**src/verilog/vcub_pkg.sv**
```systemverilog
// Package of constants for the virtual COM UART flow bridge
package vcub_pkg;
   localparam int CLK_HZ = 40000000;
   localparam int BAUD_DEFAULT = 115200;
   localparam int BAUD_MIN = 9600;
   localparam int BAUD_MAX = 921600;
   localparam int SOCKET_PORT = 4901;
   localparam int DIV_W = 16;
   // Divider value is clocks per sixteenth of a bit, minus one
   localparam logic [15:0] DIV_DEFAULT = 16'(CLK_HZ / (BAUD_DEFAULT * 16) - 1);
   localparam logic [15:0] DIV_MAX = 16'(CLK_HZ / (BAUD_MIN * 16) - 1);
   localparam logic [15:0] DIV_MIN = 16'(CLK_HZ / (BAUD_MAX * 16) - 1);
   // Register byte addresses
   localparam logic [7:0] ADDR_CTRL = 8'h00;
   localparam logic [7:0] ADDR_BAUD = 8'h04;
   localparam logic [7:0] ADDR_STATUS = 8'h08;
   localparam logic [7:0] ADDR_TXDATA = 8'h0c;
   localparam logic [7:0] ADDR_RXDATA = 8'h10;
   // Control fields
   localparam int CTRL_HS_LSB = 0;
   localparam int CTRL_SOCK_BIT = 2;
   localparam logic [2:0] CTRL_RESET = 3'h0;
   // Status fields
   localparam int ST_RXVALID = 0;
   localparam int ST_TXBUSY = 1;
   localparam int ST_RXFULL = 2;
   localparam int ST_OVERRUN = 3;
   localparam int ST_FRAMEERR = 4;
   localparam int ST_RTSIN = 5;
   localparam int ST_ENABLE = 6;
   localparam logic [1:0] AXI_OKAY = 2'h0;
   localparam logic [1:0] AXI_SLVERR = 2'h2;
   typedef enum logic [1:0] {
      VCUB_HS_DISABLE = 2'h0,
      VCUB_HS_RTS = 2'h1,
      VCUB_HS_CTS = 2'h2,
      VCUB_HS_RTSCTS = 2'h3
   } vcub_hs_e;
   typedef enum logic [1:0] {
      VCUB_IDLE = 2'h0,
      VCUB_START = 2'h1,
      VCUB_DATA = 2'h3,
      VCUB_STOP = 2'h2
   } vcub_state_e;
endpackage

```
**src/verilog/vcub_bridge.sv**
```systemverilog
// UART bridge between target processor and board controller host paths
// Overview of operation
// - After reset the link runs at 115200 bit/s, 8N1, with flow control disabled.
// - The baud divider is software-set for any rate from 9600 to 921600 bit/s.
// - Target output line feeds the receiver; the target input line carries our transmitter.
// - In modes rts and rtscts, clear-to-send drops whenever the receive buffer is full.
// - When honouring request-to-send, no new character starts while it is low.
// - A character already being sent completes after request-to-send drops.
// - Mode disable leaves clear-to-send undriven and ignores request-to-send.
// - Mode rts drives clear-to-send from buffer state and ignores request-to-send.
// - Mode cts leaves clear-to-send undriven and starts a character only while request-to-send is high.
// - Mode rtscts both drives clear-to-send and gates sending on request-to-send.
// - Data goes to one host path only; a connected socket silences the USB path.
//
// Added by the designer: the address map and register access over AXI4-Lite.
`timescale 1ns/1ps
`default_nettype none
module vcub_bridge #(
   parameter logic [15:0] DIV_RESET = vcub_pkg::DIV_DEFAULT
) (
   input wire logic clk_sys,
   input wire logic rst_n,
   input wire logic [7:0] s_axi_awaddr,
   input wire logic s_axi_awvalid,
   output logic s_axi_awready,
   input wire logic [31:0] s_axi_wdata,
   input wire logic [3:0] s_axi_wstrb,
   input wire logic s_axi_wvalid,
   output logic s_axi_wready,
   output logic [1:0] s_axi_bresp,
   output logic s_axi_bvalid,
   input wire logic s_axi_bready,
   input wire logic [7:0] s_axi_araddr,
   input wire logic s_axi_arvalid,
   output logic s_axi_arready,
   output logic [31:0] s_axi_rdata,
   output logic [1:0] s_axi_rresp,
   output logic s_axi_rvalid,
   input wire logic s_axi_rready,
   input wire logic targetTx,
   output logic targetRx,
   input wire logic targetRts,
   output logic targetCts,
   output logic targetCtsOe,
   input wire logic bridgeEnable,
   output logic usbPathActive,
   output logic socketPathActive
);
   if (DIV_RESET < vcub_pkg::DIV_MIN || DIV_RESET > vcub_pkg::DIV_MAX) begin : gDivCheck
      $error("DIV_RESET outside supported baud range");
   end
   // Pin synchronisers
   logic [1:0] txSync, rtsSync, enSync;
   always_ff @(posedge clk_sys) begin
      if (!rst_n) begin
         txSync <= 2'h3;
         rtsSync <= 2'h0;
         enSync <= 2'h0;
      end else begin
         txSync <= {txSync[0], targetTx};
         rtsSync <= {rtsSync[0], targetRts};
         enSync <= {enSync[0], bridgeEnable};
      end
   end
   logic rxLine, rtsIn, linkOn;
   assign rxLine = txSync[1];
   assign rtsIn = rtsSync[1];
   assign linkOn = enSync[1];
   // Configuration registers
   logic [2:0] ctrlReg;
   logic [15:0] divReg;
   vcub_pkg::vcub_hs_e hsMode;
   assign hsMode = vcub_pkg::vcub_hs_e'(ctrlReg[vcub_pkg::CTRL_HS_LSB +: 2]);
   function automatic logic drivesCts(input vcub_pkg::vcub_hs_e m);
      return (m == vcub_pkg::VCUB_HS_RTS) || (m == vcub_pkg::VCUB_HS_RTSCTS);
   endfunction
   function automatic logic honoursRts(input vcub_pkg::vcub_hs_e m);
      return (m == vcub_pkg::VCUB_HS_CTS) || (m == vcub_pkg::VCUB_HS_RTSCTS);
   endfunction
   // Sixteen-times oversample tick
   logic [15:0] tickCnt;
   logic tick;
   assign tick = (tickCnt == 16'h0000);
   always_ff @(posedge clk_sys) begin
      if (!rst_n || tick) begin
         tickCnt <= !rst_n ? DIV_RESET : divReg;
      end else begin
         tickCnt <= tickCnt - 16'h0001;
      end
   end

   // Receiver from the target output line
   vcub_pkg::vcub_state_e rxState;
   logic [3:0] rxPhase;
   logic [2:0] rxBit;
   logic [7:0] rxShift, rxData;
   logic rxValid, rxOverrun, rxFrameErr, rxDone, rxTake, rxStopOk;
   assign rxDone = tick && (rxState == vcub_pkg::VCUB_STOP) && (rxPhase == 4'hf);
   assign rxStopOk = rxLine;
   always_ff @(posedge clk_sys) begin
      if (!rst_n) begin
         rxState <= vcub_pkg::VCUB_IDLE;
         rxPhase <= 4'h0;
         rxBit <= 3'h0;
         rxShift <= 8'h00;
      end else if (!linkOn) begin
         rxState <= vcub_pkg::VCUB_IDLE;
      end else if (tick) begin
         rxPhase <= rxPhase + 4'h1;
         case (rxState)
            vcub_pkg::VCUB_IDLE: begin
               rxPhase <= 4'h0;
               if (!rxLine) begin
                  rxState <= vcub_pkg::VCUB_START;
               end
            end
            vcub_pkg::VCUB_START: begin
               if (rxPhase == 4'h7) begin
                  rxPhase <= 4'h0;
                  rxState <= rxLine ? vcub_pkg::VCUB_IDLE : vcub_pkg::VCUB_DATA;
                  rxBit <= 3'h0;
               end
            end
            vcub_pkg::VCUB_DATA: begin
               if (rxPhase == 4'hf) begin
                  rxShift <= {rxLine, rxShift[7:1]};
                  rxBit <= rxBit + 3'h1;
                  if (rxBit == 3'h7) begin
                     rxState <= vcub_pkg::VCUB_STOP;
                  end
               end
            end
            vcub_pkg::VCUB_STOP: begin
               if (rxPhase == 4'hf) begin
                  rxState <= vcub_pkg::VCUB_IDLE;
               end
            end
            default: rxState <= vcub_pkg::VCUB_IDLE;
         endcase
      end
   end
   // Receive holding buffer; new data wins over a read in the same cycle
   always_ff @(posedge clk_sys) begin
      if (!rst_n) begin
         rxData <= 8'h00;
         rxValid <= 1'b0;
         rxOverrun <= 1'b0;
         rxFrameErr <= 1'b0;
      end else begin
         if (rxDone) begin
            if (rxValid && !rxTake) begin
               rxOverrun <= 1'b1;
            end else begin
               rxData <= rxShift;
               rxValid <= 1'b1;
            end
            if (!rxStopOk) begin
               rxFrameErr <= 1'b1;
            end
         end else if (rxTake) begin
            rxValid <= 1'b0;
         end
      end
   end
   // Clear-to-send toward the target
   always_ff @(posedge clk_sys) begin
      if (!rst_n) begin
         targetCts <= 1'b0;
         targetCtsOe <= 1'b0;
      end else begin
         targetCtsOe <= drivesCts(hsMode);
         targetCts <= !rxValid;
      end
   end
   // Transmitter toward the target input line
   vcub_pkg::vcub_state_e txState;
   logic [3:0] txPhase;
   logic [2:0] txBit;
   logic [7:0] txShift, txHold;
   logic txHoldValid, txLoad, txGo, txPut;
   // Request-to-send gates only the start of a new character
   assign txGo = txHoldValid && linkOn && (!honoursRts(hsMode) || rtsIn);
   assign txLoad = tick && (txState == vcub_pkg::VCUB_IDLE) && txGo;
   always_ff @(posedge clk_sys) begin
      if (!rst_n) begin
         txState <= vcub_pkg::VCUB_IDLE;
         txPhase <= 4'h0;
         txBit <= 3'h0;
         txShift <= 8'h00;
         targetRx <= 1'b1;
      end else if (tick) begin
         txPhase <= txPhase + 4'h1;
         case (txState)
            vcub_pkg::VCUB_IDLE: begin
               targetRx <= 1'b1;
               txPhase <= 4'h0;
               if (txGo) begin
                  txShift <= txHold;
                  targetRx <= 1'b0;
                  txState <= vcub_pkg::VCUB_START;
               end
            end
            vcub_pkg::VCUB_START: begin
               if (txPhase == 4'hf) begin
                  targetRx <= txShift[0];
                  txShift <= {1'b0, txShift[7:1]};
                  txBit <= 3'h0;
                  txState <= vcub_pkg::VCUB_DATA;
               end
            end
            vcub_pkg::VCUB_DATA: begin
               if (txPhase == 4'hf) begin
                  txBit <= txBit + 3'h1;
                  if (txBit == 3'h7) begin
                     targetRx <= 1'b1;
                     txState <= vcub_pkg::VCUB_STOP;
                  end else begin
                     targetRx <= txShift[0];
                     txShift <= {1'b0, txShift[7:1]};
                  end
               end
            end
            vcub_pkg::VCUB_STOP: begin
               // Completes even if request-to-send has dropped
               if (txPhase == 4'hf) begin
                  txState <= vcub_pkg::VCUB_IDLE;
               end
            end
            default: txState <= vcub_pkg::VCUB_IDLE;
         endcase
      end
   end

   always_ff @(posedge clk_sys) begin
      if (!rst_n) begin
         txHold <= 8'h00;
         txHoldValid <= 1'b0;
      end else if (txPut) begin
         txHold <= s_axi_wdata[7:0];
         txHoldValid <= 1'b1;
      end else if (txLoad) begin
         txHoldValid <= 1'b0;
      end
   end
   // Host path selection: a connected socket takes priority
   always_ff @(posedge clk_sys) begin
      if (!rst_n) begin
         socketPathActive <= 1'b0;
         usbPathActive <= 1'b0;
      end else begin
         socketPathActive <= ctrlReg[vcub_pkg::CTRL_SOCK_BIT];
         usbPathActive <= !ctrlReg[vcub_pkg::CTRL_SOCK_BIT];
      end
   end

   // AXI4-Lite write channel
   logic awHeld, wHeld, doWrite;
   logic [7:0] awAddr;
   assign s_axi_awready = !awHeld && !s_axi_bvalid;
   assign s_axi_wready = !wHeld && !s_axi_bvalid;
   assign doWrite = (awHeld || s_axi_awvalid) && (wHeld || s_axi_wvalid) && !s_axi_bvalid;
   logic [7:0] wAddr;
   assign wAddr = awHeld ? awAddr : s_axi_awaddr;
   logic [31:0] wData;
   logic [3:0] wStrb;
   logic [31:0] wDataHeld;
   logic [3:0] wStrbHeld;
   assign wData = wHeld ? wDataHeld : s_axi_wdata;
   assign wStrb = wHeld ? wStrbHeld : s_axi_wstrb;
   assign txPut = doWrite && (wAddr == vcub_pkg::ADDR_TXDATA) && wStrb[0] && !txHoldValid;

   always_ff @(posedge clk_sys) begin
      if (!rst_n) begin
         awHeld <= 1'b0;
         wHeld <= 1'b0;
         awAddr <= 8'h00;
         wDataHeld <= 32'h0;
         wStrbHeld <= 4'h0;
         s_axi_bvalid <= 1'b0;
         s_axi_bresp <= vcub_pkg::AXI_OKAY;
      end else if (doWrite) begin
         awHeld <= 1'b0;
         wHeld <= 1'b0;
         s_axi_bvalid <= 1'b1;
         if (wAddr == vcub_pkg::ADDR_CTRL || wAddr == vcub_pkg::ADDR_BAUD ||
             wAddr == vcub_pkg::ADDR_TXDATA) begin
            s_axi_bresp <= vcub_pkg::AXI_OKAY;
         end else begin
            s_axi_bresp <= vcub_pkg::AXI_SLVERR;
         end
      end else begin
         if (s_axi_awvalid && s_axi_awready) begin
            awHeld <= 1'b1;
            awAddr <= s_axi_awaddr;
         end
         if (s_axi_wvalid && s_axi_wready) begin
            wHeld <= 1'b1;
            wDataHeld <= s_axi_wdata;
            wStrbHeld <= s_axi_wstrb;
         end
         if (s_axi_bvalid && s_axi_bready) begin
            s_axi_bvalid <= 1'b0;
         end
      end
   end

   always_ff @(posedge clk_sys) begin
      if (!rst_n) begin
         ctrlReg <= vcub_pkg::CTRL_RESET;
         divReg <= DIV_RESET;
      end else if (doWrite) begin
         if (wAddr == vcub_pkg::ADDR_CTRL && wStrb[0]) begin
            ctrlReg <= wData[2:0];
         end else if (wAddr == vcub_pkg::ADDR_BAUD) begin
            if (wStrb[0]) begin
               divReg[7:0] <= wData[7:0];
            end
            if (wStrb[1]) begin
               divReg[15:8] <= wData[15:8];
            end
         end
      end
   end
   // AXI4-Lite read channel
   assign s_axi_arready = !s_axi_rvalid;
   assign rxTake = s_axi_arvalid && s_axi_arready && (s_axi_araddr == vcub_pkg::ADDR_RXDATA);
   logic [31:0] statusWord;
   always_comb begin
      statusWord = 32'h0;
      statusWord[vcub_pkg::ST_RXVALID] = rxValid;
      statusWord[vcub_pkg::ST_TXBUSY] = txHoldValid || (txState != vcub_pkg::VCUB_IDLE);
      statusWord[vcub_pkg::ST_RXFULL] = rxValid;
      statusWord[vcub_pkg::ST_OVERRUN] = rxOverrun;
      statusWord[vcub_pkg::ST_FRAMEERR] = rxFrameErr;
      statusWord[vcub_pkg::ST_RTSIN] = rtsIn;
      statusWord[vcub_pkg::ST_ENABLE] = linkOn;
   end
   always_ff @(posedge clk_sys) begin
      if (!rst_n) begin
         s_axi_rvalid <= 1'b0;
         s_axi_rdata <= 32'h0;
         s_axi_rresp <= vcub_pkg::AXI_OKAY;
      end else if (s_axi_arvalid && s_axi_arready) begin
         s_axi_rvalid <= 1'b1;
         s_axi_rresp <= vcub_pkg::AXI_OKAY;
         if (s_axi_araddr == vcub_pkg::ADDR_CTRL) begin
            s_axi_rdata <= {29'h0, ctrlReg};
         end else if (s_axi_araddr == vcub_pkg::ADDR_BAUD) begin
            s_axi_rdata <= {16'h0, divReg};
         end else if (s_axi_araddr == vcub_pkg::ADDR_STATUS) begin
            s_axi_rdata <= statusWord;
         end else if (s_axi_araddr == vcub_pkg::ADDR_TXDATA) begin
            s_axi_rdata <= {24'h0, txHold};
         end else if (s_axi_araddr == vcub_pkg::ADDR_RXDATA) begin
            s_axi_rdata <= {24'h0, rxData};
         end else begin
            s_axi_rdata <= 32'h0;
            s_axi_rresp <= vcub_pkg::AXI_SLVERR;
         end
      end else if (s_axi_rready) begin
         s_axi_rvalid <= 1'b0;
      end
   end
endmodule
`default_nettype wire

```
**config.mk**
```make
export PLATFORM = sky130hd
export DESIGN_NAME = vcub_bridge
export DESIGN_NICKNAME = d
export VERILOG_FILES = /design/src/verilog/vcub_pkg.sv /design/src/verilog/vcub_bridge.sv
export SDC_FILE = /design/constraint.sdc
export NUM_CORES = 1
export LEC_CHECK = 0
export ABC_AREA = 1
export BUFFER_PORTS_ARGS = -buffer_cell sky130_fd_sc_hd__buf_2
export CAP_MARGIN = 20
export CORE_MARGIN = 2
export CORE_UTILIZATION = 25
export CTS_BUF_LIST = sky130_fd_sc_hd__clkbuf_16
export DETAILED_ROUTE_END_ITERATION = 10
export SYNTH_ARGS = -nofsm -noshare
export SYNTH_HDL_FRONTEND = slang
export SYNTH_SLANG_ARGS = --single-unit
```
**constraint.sdc**
```tcl
create_clock -name clk_sys -period 1.8 [get_ports clk_sys]
set_input_delay 0.18 -clock clk_sys [delete_from_list [all_inputs] [get_ports clk_sys]]
set_output_delay 0.18 -clock clk_sys [all_outputs]
set_load 0.005 [all_outputs]
```
==> results by group, run 1 <==
Synthesis
  • Syn Area/Cell: 6.96 um^2
  • Synth warn: 0
  • Synth Instances: 992
  • Synth Register Bits: 148
  • Mapped cell area: 0.00690 mm^2
  • Seq/Total Area, Yosys: 0.429
  • Synth cell types: 45

Timing
  • Fmax: 600 MHz
  • Finish-stage setup viols: 0
  • Crit share post-route: 0.926
  • Clk_skew: 0.00738 ns
  • Worst slew pin tran: 0.507 ns
  • RSZ-0062 raised after global routing: false
  • Final worst slack: 0.134 ns
  • Max-slew violations: 0
  • Setup_tns: 0 ns
  • Post-layout min period: 1.67 ns
  • Relative slew slack: 0.661
  • Final Hold Viols: 0

Global route
  • First-pass GRT wire length: 29300 um
  • Vias in the first global route: 6062
  • Total GRT Usage: 0.126
  • Initial antenna violation count: 0
  • Total grt overflow: 0
  • Pin count of the biggest net entering global routing: 79

Clock network
  • Post-CTS Setup Inserts: 0
  • Num CTS Buffers: 17
  • Clock Sinks: 148
  • TritonCTS clock tree: yes
  • Clk_lat worst skew: 0.43 ns
  • CTS HTree Levels: 4
  • CTS root buffer: clkbuf_16
  • Max Root-Sink Buffers: 2
  • Clk slew on worst S/H paths: 0.06 ns

Min path
  • Hold endpoint: txHold[2]
  • Worst Hold Path Cells: 3
  • Hold Crit Class: primary input to flip-flop
  • Hold_sp: s_axi_wdata[2]

Setup path
  • WP data arrival: 1.98 ns
  • Reg2Reg Setup Slack: 0.13 ns
  • CP endpoint kind: flip-flop
  • Startpoint types: flip-flop
  • Max FO, Critical Path: 8
  • R2R depth: 11
  • R2r startpoint: tickCnt[0]
  • Crit Reg-Reg Endpoint: txShift[5]
  • Critical setup path kind: flip-flop to flip-flop
  • CP Data Required Time: 2.11 ns

Die
  • Placeable Area: 0.0270 mm^2
  • Die height: 170 um
  • Io pins: 108
  • Initial Util: 0.255
  • Die Footprint: 0.0290 mm^2
  • DIE WIDTH: 170 um
  • # rows: 60

Placed design
  • I/O Buffers: 71
  • Post-DP HPWL: 12800 um
  • Final GP Congestion: 0.863
  • Place WS: 0.0401 ns

Run
  • Max-Cap Viols: 0

Detailed routing
  • Drc violations: 0
  • Initial DRC Count: 495
  • Drt wl/cell: 12.4 um
  • Vias/cell: 4.45
  • TritonRoute pass-1 iters: 4
  • Total Routed Length: 17700 um
  • Antenna Nets Post-Route: 0
  • Vias: 6380

Power
  • Pwr/cell area: 916 mW/mm^2
  • Static Leakage: 3.63 nW
  • VDD IR-drop max: 0.711 mV

Finish
  • Commonest cells after routing, fill and taps aside: 221 x nand2_1, 145 x dfxtp_1, 133 x nor2_1
  • Ant diodes: 0
  • Area Growth Syn to Fin: 21.9%
  • Most common cell after layout, fill and taps aside: nand2_1
  • Core Util, Final: 0.311
  • Layout net count: 1150
  • Layout cells sized above 1: 0.162

Outcome
  • Status: complete, no violations
cell families after synthesis:
logic type                 after synthesis  synth area share
AOI/OAI and AO/OA                      186             0.139
xor gates and xnor gates                13            0.0165
adders and majority gates                7            0.0127
buffers and inverters                  157             0.101
DFF                                    148             0.429
muxes                                    1           0.00163
other                                    1          0.000543
and+or+nand+nor                        479             0.299
critical path, stage by stage (launching register included):
cell	delay [ns]
dfxtp_1	0.31
inv_1	0.09
ha_2	0.22
nand2_4	0.09
nor2_4	0.12
nand2_4	0.13
inv_2	0.11
nand2_4	0.09
nor2_8	0.16
inv_2	0.10
nand2_1	0.07
a21oi_1	0.05
worst max-delay path by stage:
stage	endpoint	depth (start not counted)	startpoint	slack (ns)
floorplan	txShift[0]	11	tickCnt[0]	0.23
global placement	txShift[2]	11	tickCnt[0]	0.06
detailed placement	rxShift[7]	9	tickCnt[0]	0.04
CTS	txShift[0]	11	tickCnt[0]	0.02
global route	txShift[0]	11	tickCnt[0]	0.01
finish	txShift[5]	11	tickCnt[0]	0.13
sequential cells by signal, summed over array words and instances, names as in the netlist, 8 cells and up:
register     flops
awAddr           8
wDataHeld       16
txShift          8
rxData           8
txHold           8
tickCnt         16
s_axi_rdata     16
rxShift          8
divReg          16
area by class of cell:
| type | count | area, um^2 |
|---|---|---|
| Multi-Input combinational cell | 705 | 3400 |
| Inverter | 104 | 390 |
| Sequential cell | 148 | 2970 |
| Fill cell | 2934 | 18600 |
| Clock buffer | 17 | 425 |
| Timing Repair Buffer | 105 | 648 |
| Clock inverter | 14 | 164 |
| Tap cell | 341 | 427 |
synth_stat cells, drive strengths merged:
cell,n,area share
nand2,227,0.13
dfxtp,148,0.43
nor2,147,0.087
a21oi,118,0.087
inv,103,0.056
nand3,77,0.058
o21ai,59,0.043
buf,36,0.035
clkbuf,17,0.0092
nand3b,9,0.010
xor2,8,0.010
ha,7,0.013
nand4,6,0.0054
nor3,6,0.0067
xnor2,5,0.0063
o22ai,3,0.0027
and2,2,0.0018
o211ai,2,0.0022
or2,2,0.0018
a211oi,1,0.0011
a22oi,1,0.0011
and3,1,0.0011
clkinv,1,0.00054
conb,1,0.00054
mux2,1,0.0016
nor3b,1,0.0011
nor4,1,0.00091
o21a,1,0.0011
o31ai,1,0.0011
per-layer routing:
layer,wire length [um],vias to the layer above,share of wire,track usage
met5,0,-,0,0
met4,335,0,0.019,0.0513
met3,691,23,0.039,0.0205
met2,8410,123,0.47,0.210
met1,8300,2902,0.47,0.161
li1,-,3332,-,-
metrics by stage:
stage	instances	hold slack [ns]	instance area, um^2	total power, mW
final	1434	0.0140	8420	7.72
after global routing	1434	0.0517	8420	8.04
after CTS	1433	0.00406	8330	7.77
after detailed placement	1397	0.369	7690	4.16
after global placement	1397	0.371	7690	4.15
after floorplan	1009	0.278	6970	3.96
where the power goes:
| part | switching [mW] | leakage (nW) | internal (mW) |
|---|---|---|---|
| registers | 0.0585 | 1.20 | 3.38 |
| clock network | 1.43 | 0.273 | 2.16 |
| logic | 0.436 | 2.15 | 0.256 |
repair_timing:
item                       in CTS  in global routing
hold endpoints to repair        5                  0
resized for setup               0                 21
setup endpoints to repair       0                 67
hold buffers                    5                  0
(Power assumes the default switching activity.)
==> run 2, diff against run 1 <==
==> constraint.sdc (replaced) <==
create_clock -name clk_sys -period 1.6 [get_ports clk_sys]
set_input_delay 0.16 -clock clk_sys [delete_from_list [all_inputs] [get_ports clk_sys]]
set_output_delay 0.16 -clock clk_sys [all_outputs]
set_load 0.005 [all_outputs]
==> results by group, run 2 (synthesized netlist as in run 1, its figures left out) <==
Detailed routing
  • TritonRoute pass-1 iters: 7
  • Drc violations: 0
  • Drt wl/cell: 12.6 um
  • Total Routed Length: 18400 um
  • Antenna Nets Post-Route: 0
  • Initial DRC Count: 375
  • Vias: 6499
  • Vias/cell: 4.45

Die
  • Placeable Area: 0.0270 mm^2
  • # rows: 60
  • Io pins: 108
  • Die height: 170 um
  • Initial Util: 0.255
  • Die Footprint: 0.0290 mm^2
  • DIE WIDTH: 170 um

Clock network
  • Clk_lat worst skew: 0.43 ns
  • TritonCTS clock tree: yes
  • Clock Sinks: 148
  • Max Root-Sink Buffers: 2
  • CTS HTree Levels: 4
  • Clk slew on worst S/H paths: 0.06 ns
  • Num CTS Buffers: 17
  • CTS root buffer: clkbuf_16

Timing
  • Final Hold Viols: 0
  • Final worst slack: 0.0779 ns
  • Fmax: 657 MHz
  • Crit share post-route: 0.951
  • Finish-stage setup viols: 0
  • Clk_skew: 0.00881 ns
  • Post-layout min period: 1.52 ns
  • Max-slew violations: 0

Setup path
  • Max FO, Critical Path: 8
  • Critical setup path kind: flip-flop to flip-flop
  • CP Data Required Time: 1.91 ns
  • CP endpoint kind: flip-flop
  • WP data arrival: 1.83 ns
  • Startpoint types: flip-flop

Finish
  • Non-Filler Instances: 1462
  • Area Growth Syn to Fin: 26.9%
  • Layout net count: 1178
  • Layout cells sized above 1: 0.198
  • Cell area after layout: 0.00876 mm^2
  • Most common cell after layout, fill and taps aside: nand2_1
  • Commonest cells after routing, fill and taps aside: 218 x nand2_1, 139 x dfxtp_1, 129 x nor2_1
  • Core Util, Final: 0.324

Power
  • VDD IR-drop max: 0.790 mV
  • Pwr/cell area: 995 mW/mm^2
  • Power Total: 8.72 mW
  • Static Leakage: 3.77 nW

Global route
  • First-pass GRT wire length: 29000 um
  • Initial antenna violation count: 1
  • Total grt overflow: 0
  • Total GRT Usage: 0.125
  • Pin count of the biggest net entering global routing: 57
  • Vias in the first global route: 5895

Placed design
  • Final GP Congestion: 0.818
  • Area post-placement: 0.00788 mm^2
  • Dpl cells: 1419
  • I/O Buffers: 71
  • Place WS: -0.0795 ns
  • Post-DP HPWL: 13100 um

Outcome
  • Status: complete, no violations

Min path
  • Hold Crit Class: primary input to flip-flop

Run
  • Max-Cap Viols: 0
## run 2: worst paths after layout
| kind | start | end | slack, ns | cells after the start |
|---|---|---|---|---|
| worst max-delay path | awHeld | divReg[9] | 0.08 | 6 |
| worst max register to register | awHeld | divReg[9] | 0.08 | 6 |
| worst min register to register | txSync[0] | txSync[1] | 0.42 | 1 |
| worst min-delay path | s_axi_wdata[13] | wDataHeld[13] | 0.03 | 3 |
## run 2: where the power goes
part	internal [mW]	switching (mW)	total, mW
sequential	3.80	0.0651	3.87
combinational	0.358	0.537	0.895
clock	2.40	1.55	3.96
## run 2: worst max-delay path, stage by stage (launching register included)
cell and delay [ns]:
dfxtp_2 0.37, inv_2 0.08, o21ai_2 0.23, and3_4 0.30, nand3_2 0.21, nor2_1 0.15, nor2_1 0.06
## run 2: repair_timing
item,CTS,global route
setup buffers,2,1
endpoints found under the hold margin,7,0
gates resized for setup,8,52
gates cloned,0,2
pin swaps,3,14
hold buffers,7,0
endpoints found under the setup margin,34,81
## run 2: final cells by class
class                      instances  area, um^2
fill                            2883       18300
timing repair buffer             132         885
inverter                         104         393
clock buffer                      17         425
multi-input combinational        706        3510
clock inverter                    13         143
sequential                       148        2980
tap                              341         427
antenna                            1        2.50
## run 2: metrics by stage
step           TNS, ns  hold slack (ns)
2_1_floorplan        0            0.258
4_1_cts              0           0.0160
3_5_place_dp    -0.783            0.353
3_3_place_gp    -0.307            0.350
6_report             0           0.0277
5_1_grt         -0.177           0.0339
## run 2: layer usage
metal	global-route usage	wire length [um]
met2	0.208	8550
met5	0	0
met1	0.162	8790
met4	0.0424	344
met3	0.0251	723
==> run 3, diff against run 2 <==
--- a/config.mk
+++ b/config.mk
@@ -12,6 +12,7 @@
 export CORE_UTILIZATION = 25
 export CTS_BUF_LIST = sky130_fd_sc_hd__clkbuf_16
 export DETAILED_ROUTE_END_ITERATION = 10
+export PLACE_DENSITY = 0.41
 export SYNTH_ARGS = -nofsm -noshare
 export SYNTH_HDL_FRONTEND = slang
 export SYNTH_SLANG_ARGS = --single-unit
==> constraint.sdc (replaced) <==
create_clock -name clk_sys -period 1.5 [get_ports clk_sys]
set_input_delay 0.15 -clock clk_sys [delete_from_list [all_inputs] [get_ports clk_sys]]
set_output_delay 0.15 -clock clk_sys [all_outputs]
set_load 0.005 [all_outputs]
==> results by group, run 3 (synthesized netlist as in run 1, its figures left out) <==
Outcome
  • Status: finished, violations left
  • Failing checks: setup timing

Clock network
  • CTS root buffer: clkbuf_16
  • Clk slew on worst S/H paths: 0.07 ns
  • Clock Sinks: 148
  • Max Root-Sink Buffers: 2
  • CTS HTree Levels: 4
  • Num CTS Buffers: 17
  • TritonCTS clock tree: yes
  • Clk_lat worst skew: 0.43 ns

Power
  • Pwr/cell area: 1010 mW/mm^2
  • Static Leakage: 4.23 nW
  • VDD IR-drop max: 0.582 mV

Min path
  • Hold endpoint: wDataHeld[13]
  • Hold Crit Class: primary input to flip-flop
  • Worst Hold Path Cells: 3
  • Hold_sp: s_axi_wdata[13]

Global route
  • Total grt overflow: 0
  • Total GRT Usage: 0.145
  • Initial antenna violation count: 0
  • Vias in the first global route: 6086
  • Pin count of the biggest net entering global routing: 41
  • First-pass GRT wire length: 32700 um

Timing
  • Clk_skew: 0.0131 ns
  • Finish-stage setup viols: 37
  • RSZ-0062 raised after global routing: true
  • Max-slew violations: 0
  • Final worst slack: -0.0461 ns
  • Setup_tns: -0.766 ns
  • Post-layout min period: 1.55 ns
  • Fmax: 647 MHz
  • Crit share post-route: 1.03
  • Final Hold Viols: 0
  • Worst hold slack: 0.0150 ns

Finish
  • Area Growth Syn to Fin: 41.5%
  • Commonest cells after routing, fill and taps aside: 195 x nand2_1, 139 x dfxtp_1, 117 x nor2_1
  • Non-Filler Instances: 1532
  • Layout net count: 1247
  • Ant diodes: 0
  • Most common cell after layout, fill and taps aside: nand2_1
  • Layout cells sized above 1: 0.306

Detailed routing
  • Vias: 6672
  • Drc violations: 0
  • Antenna Nets Post-Route: 0
  • Vias/cell: 4.36
  • Drt wl/cell: 13.6 um
  • Initial DRC Count: 345
  • TritonRoute pass-1 iters: 4
  • Total Routed Length: 20800 um

Run
  • Max-Cap Viols: 0

Setup path
  • CP dominant cell by count: nor2_4
  • R2r startpoint: tickCnt[1]
  • Crit Reg-Reg Endpoint: rxShift[3]
  • Crit-path max cell delay: 0.33 ns
  • Critical-path top delay cell: dfxtp_2
  • Max FO, Critical Path: 8
  • Critical setup path kind: flip-flop to flip-flop
  • CP Data Required Time: 1.86 ns
  • Reg2Reg Setup Slack: -0.05 ns
  • Startpoint types: flip-flop
  • WP data arrival: 1.91 ns
  • Crit path cell chain: inv_2 -> ha_4 -> nand2_4 -> nor2_4 -> nand2_8 -> nor2_4 -> buf_6 -> nand3_2 -> a21oi_2
  • R2R depth: 9
  • CP endpoint kind: flip-flop

Die
  • Die Footprint: 0.0290 mm^2
  • DIE WIDTH: 170 um
  • # rows: 60
  • Placeable Area: 0.0270 mm^2
  • Die height: 170 um
  • Initial Util: 0.255
  • Io pins: 108

Placed design
  • Post-DP HPWL: 15100 um
  • I/O Buffers: 71
  • Final GP Congestion: 0.791
  • Dpl cells: 1473
==> run 3: report_power, final <==
part | internal, mW | total (mW) | leakage [nW] | switching [mW]
Clock | 2.77 | 4.54 | 0.292 | 1.77
Combinational | 0.530 | 1.20 | 2.73 | 0.666
Sequential | 4.05 | 4.11 | 1.20 | 0.0615
Total | 7.35 | 9.85 | 4.23 | 2.50
==> run 3: critical path, delay by kind of cell (launching register included) <==
| kind | cells | cell delay, ns |
|---|---|---|
| AND/OR/NAND/NOR | 5 | 0.62 |
| flip-flops | 1 | 0.33 |
| buffers and inverters | 2 | 0.23 |
| adder cells (fa/ha/maj) | 1 | 0.14 |
| AO/OA/AOI/OAI | 1 | 0.14 |
==> run 3: timing repair <==
item / 4_1_cts / 5_1_grt
resized for setup: 44 / 137
gates cloned: 2 / 1
setup buffers: 2 / 11
hold endpoints to repair: 11 / 0
endpoints found under the setup margin: 85 / 90
hold buffers: 11 / 0
pin swaps: 11 / 46
==> run 3: area by class of cell <==
| type | count | area, um^2 |
|---|---|---|
| Inverter | 104 | 423 |
| Fill cell | 2896 | 17300 |
| Clock buffer | 17 | 425 |
| Multi-Input combinational cell | 707 | 3850 |
| Tap cell | 341 | 427 |
| Clock inverter | 15 | 189 |
| Sequential cell | 148 | 2980 |
| Timing Repair Buffer | 200 | 1480 |
==> run 3: metrics by stage <==
step	area [um^2]	worst slack (ns)	utilization	total power, mW
global route	9770	-0.154	0.361	10.3
global placement	8300	-0.197	0.307	5.19
floorplan	6990	0.00264	-	4.77
detailed placement	8300	-0.194	0.307	5.18
CTS	9210	-0.112	0.341	9.86
finish	9770	-0.0461	0.361	9.85
==> run 3: worst max-delay path by stage <==
stage / from / endpoint / slack, ns / cells after the start
detailed placement: awHeld / divReg[10] / -0.19 / 6
global placement: awHeld / divReg[2] / -0.20 / 7
CTS: tickCnt[1] / tickCnt[4] / -0.11 / 9
global route: tickCnt[0] / tickCnt[11] / -0.15 / 10
finish: tickCnt[1] / rxShift[3] / -0.05 / 9
floorplan: tickCnt[0] / txShift[0] / 0.003 / 11
==> run 3: per-layer routing <==
metal  part of all wire  track usage
met4             0.0054       0.0416
met1               0.50        0.204
met5                  0            0
met3              0.026       0.0258
met2               0.47        0.228
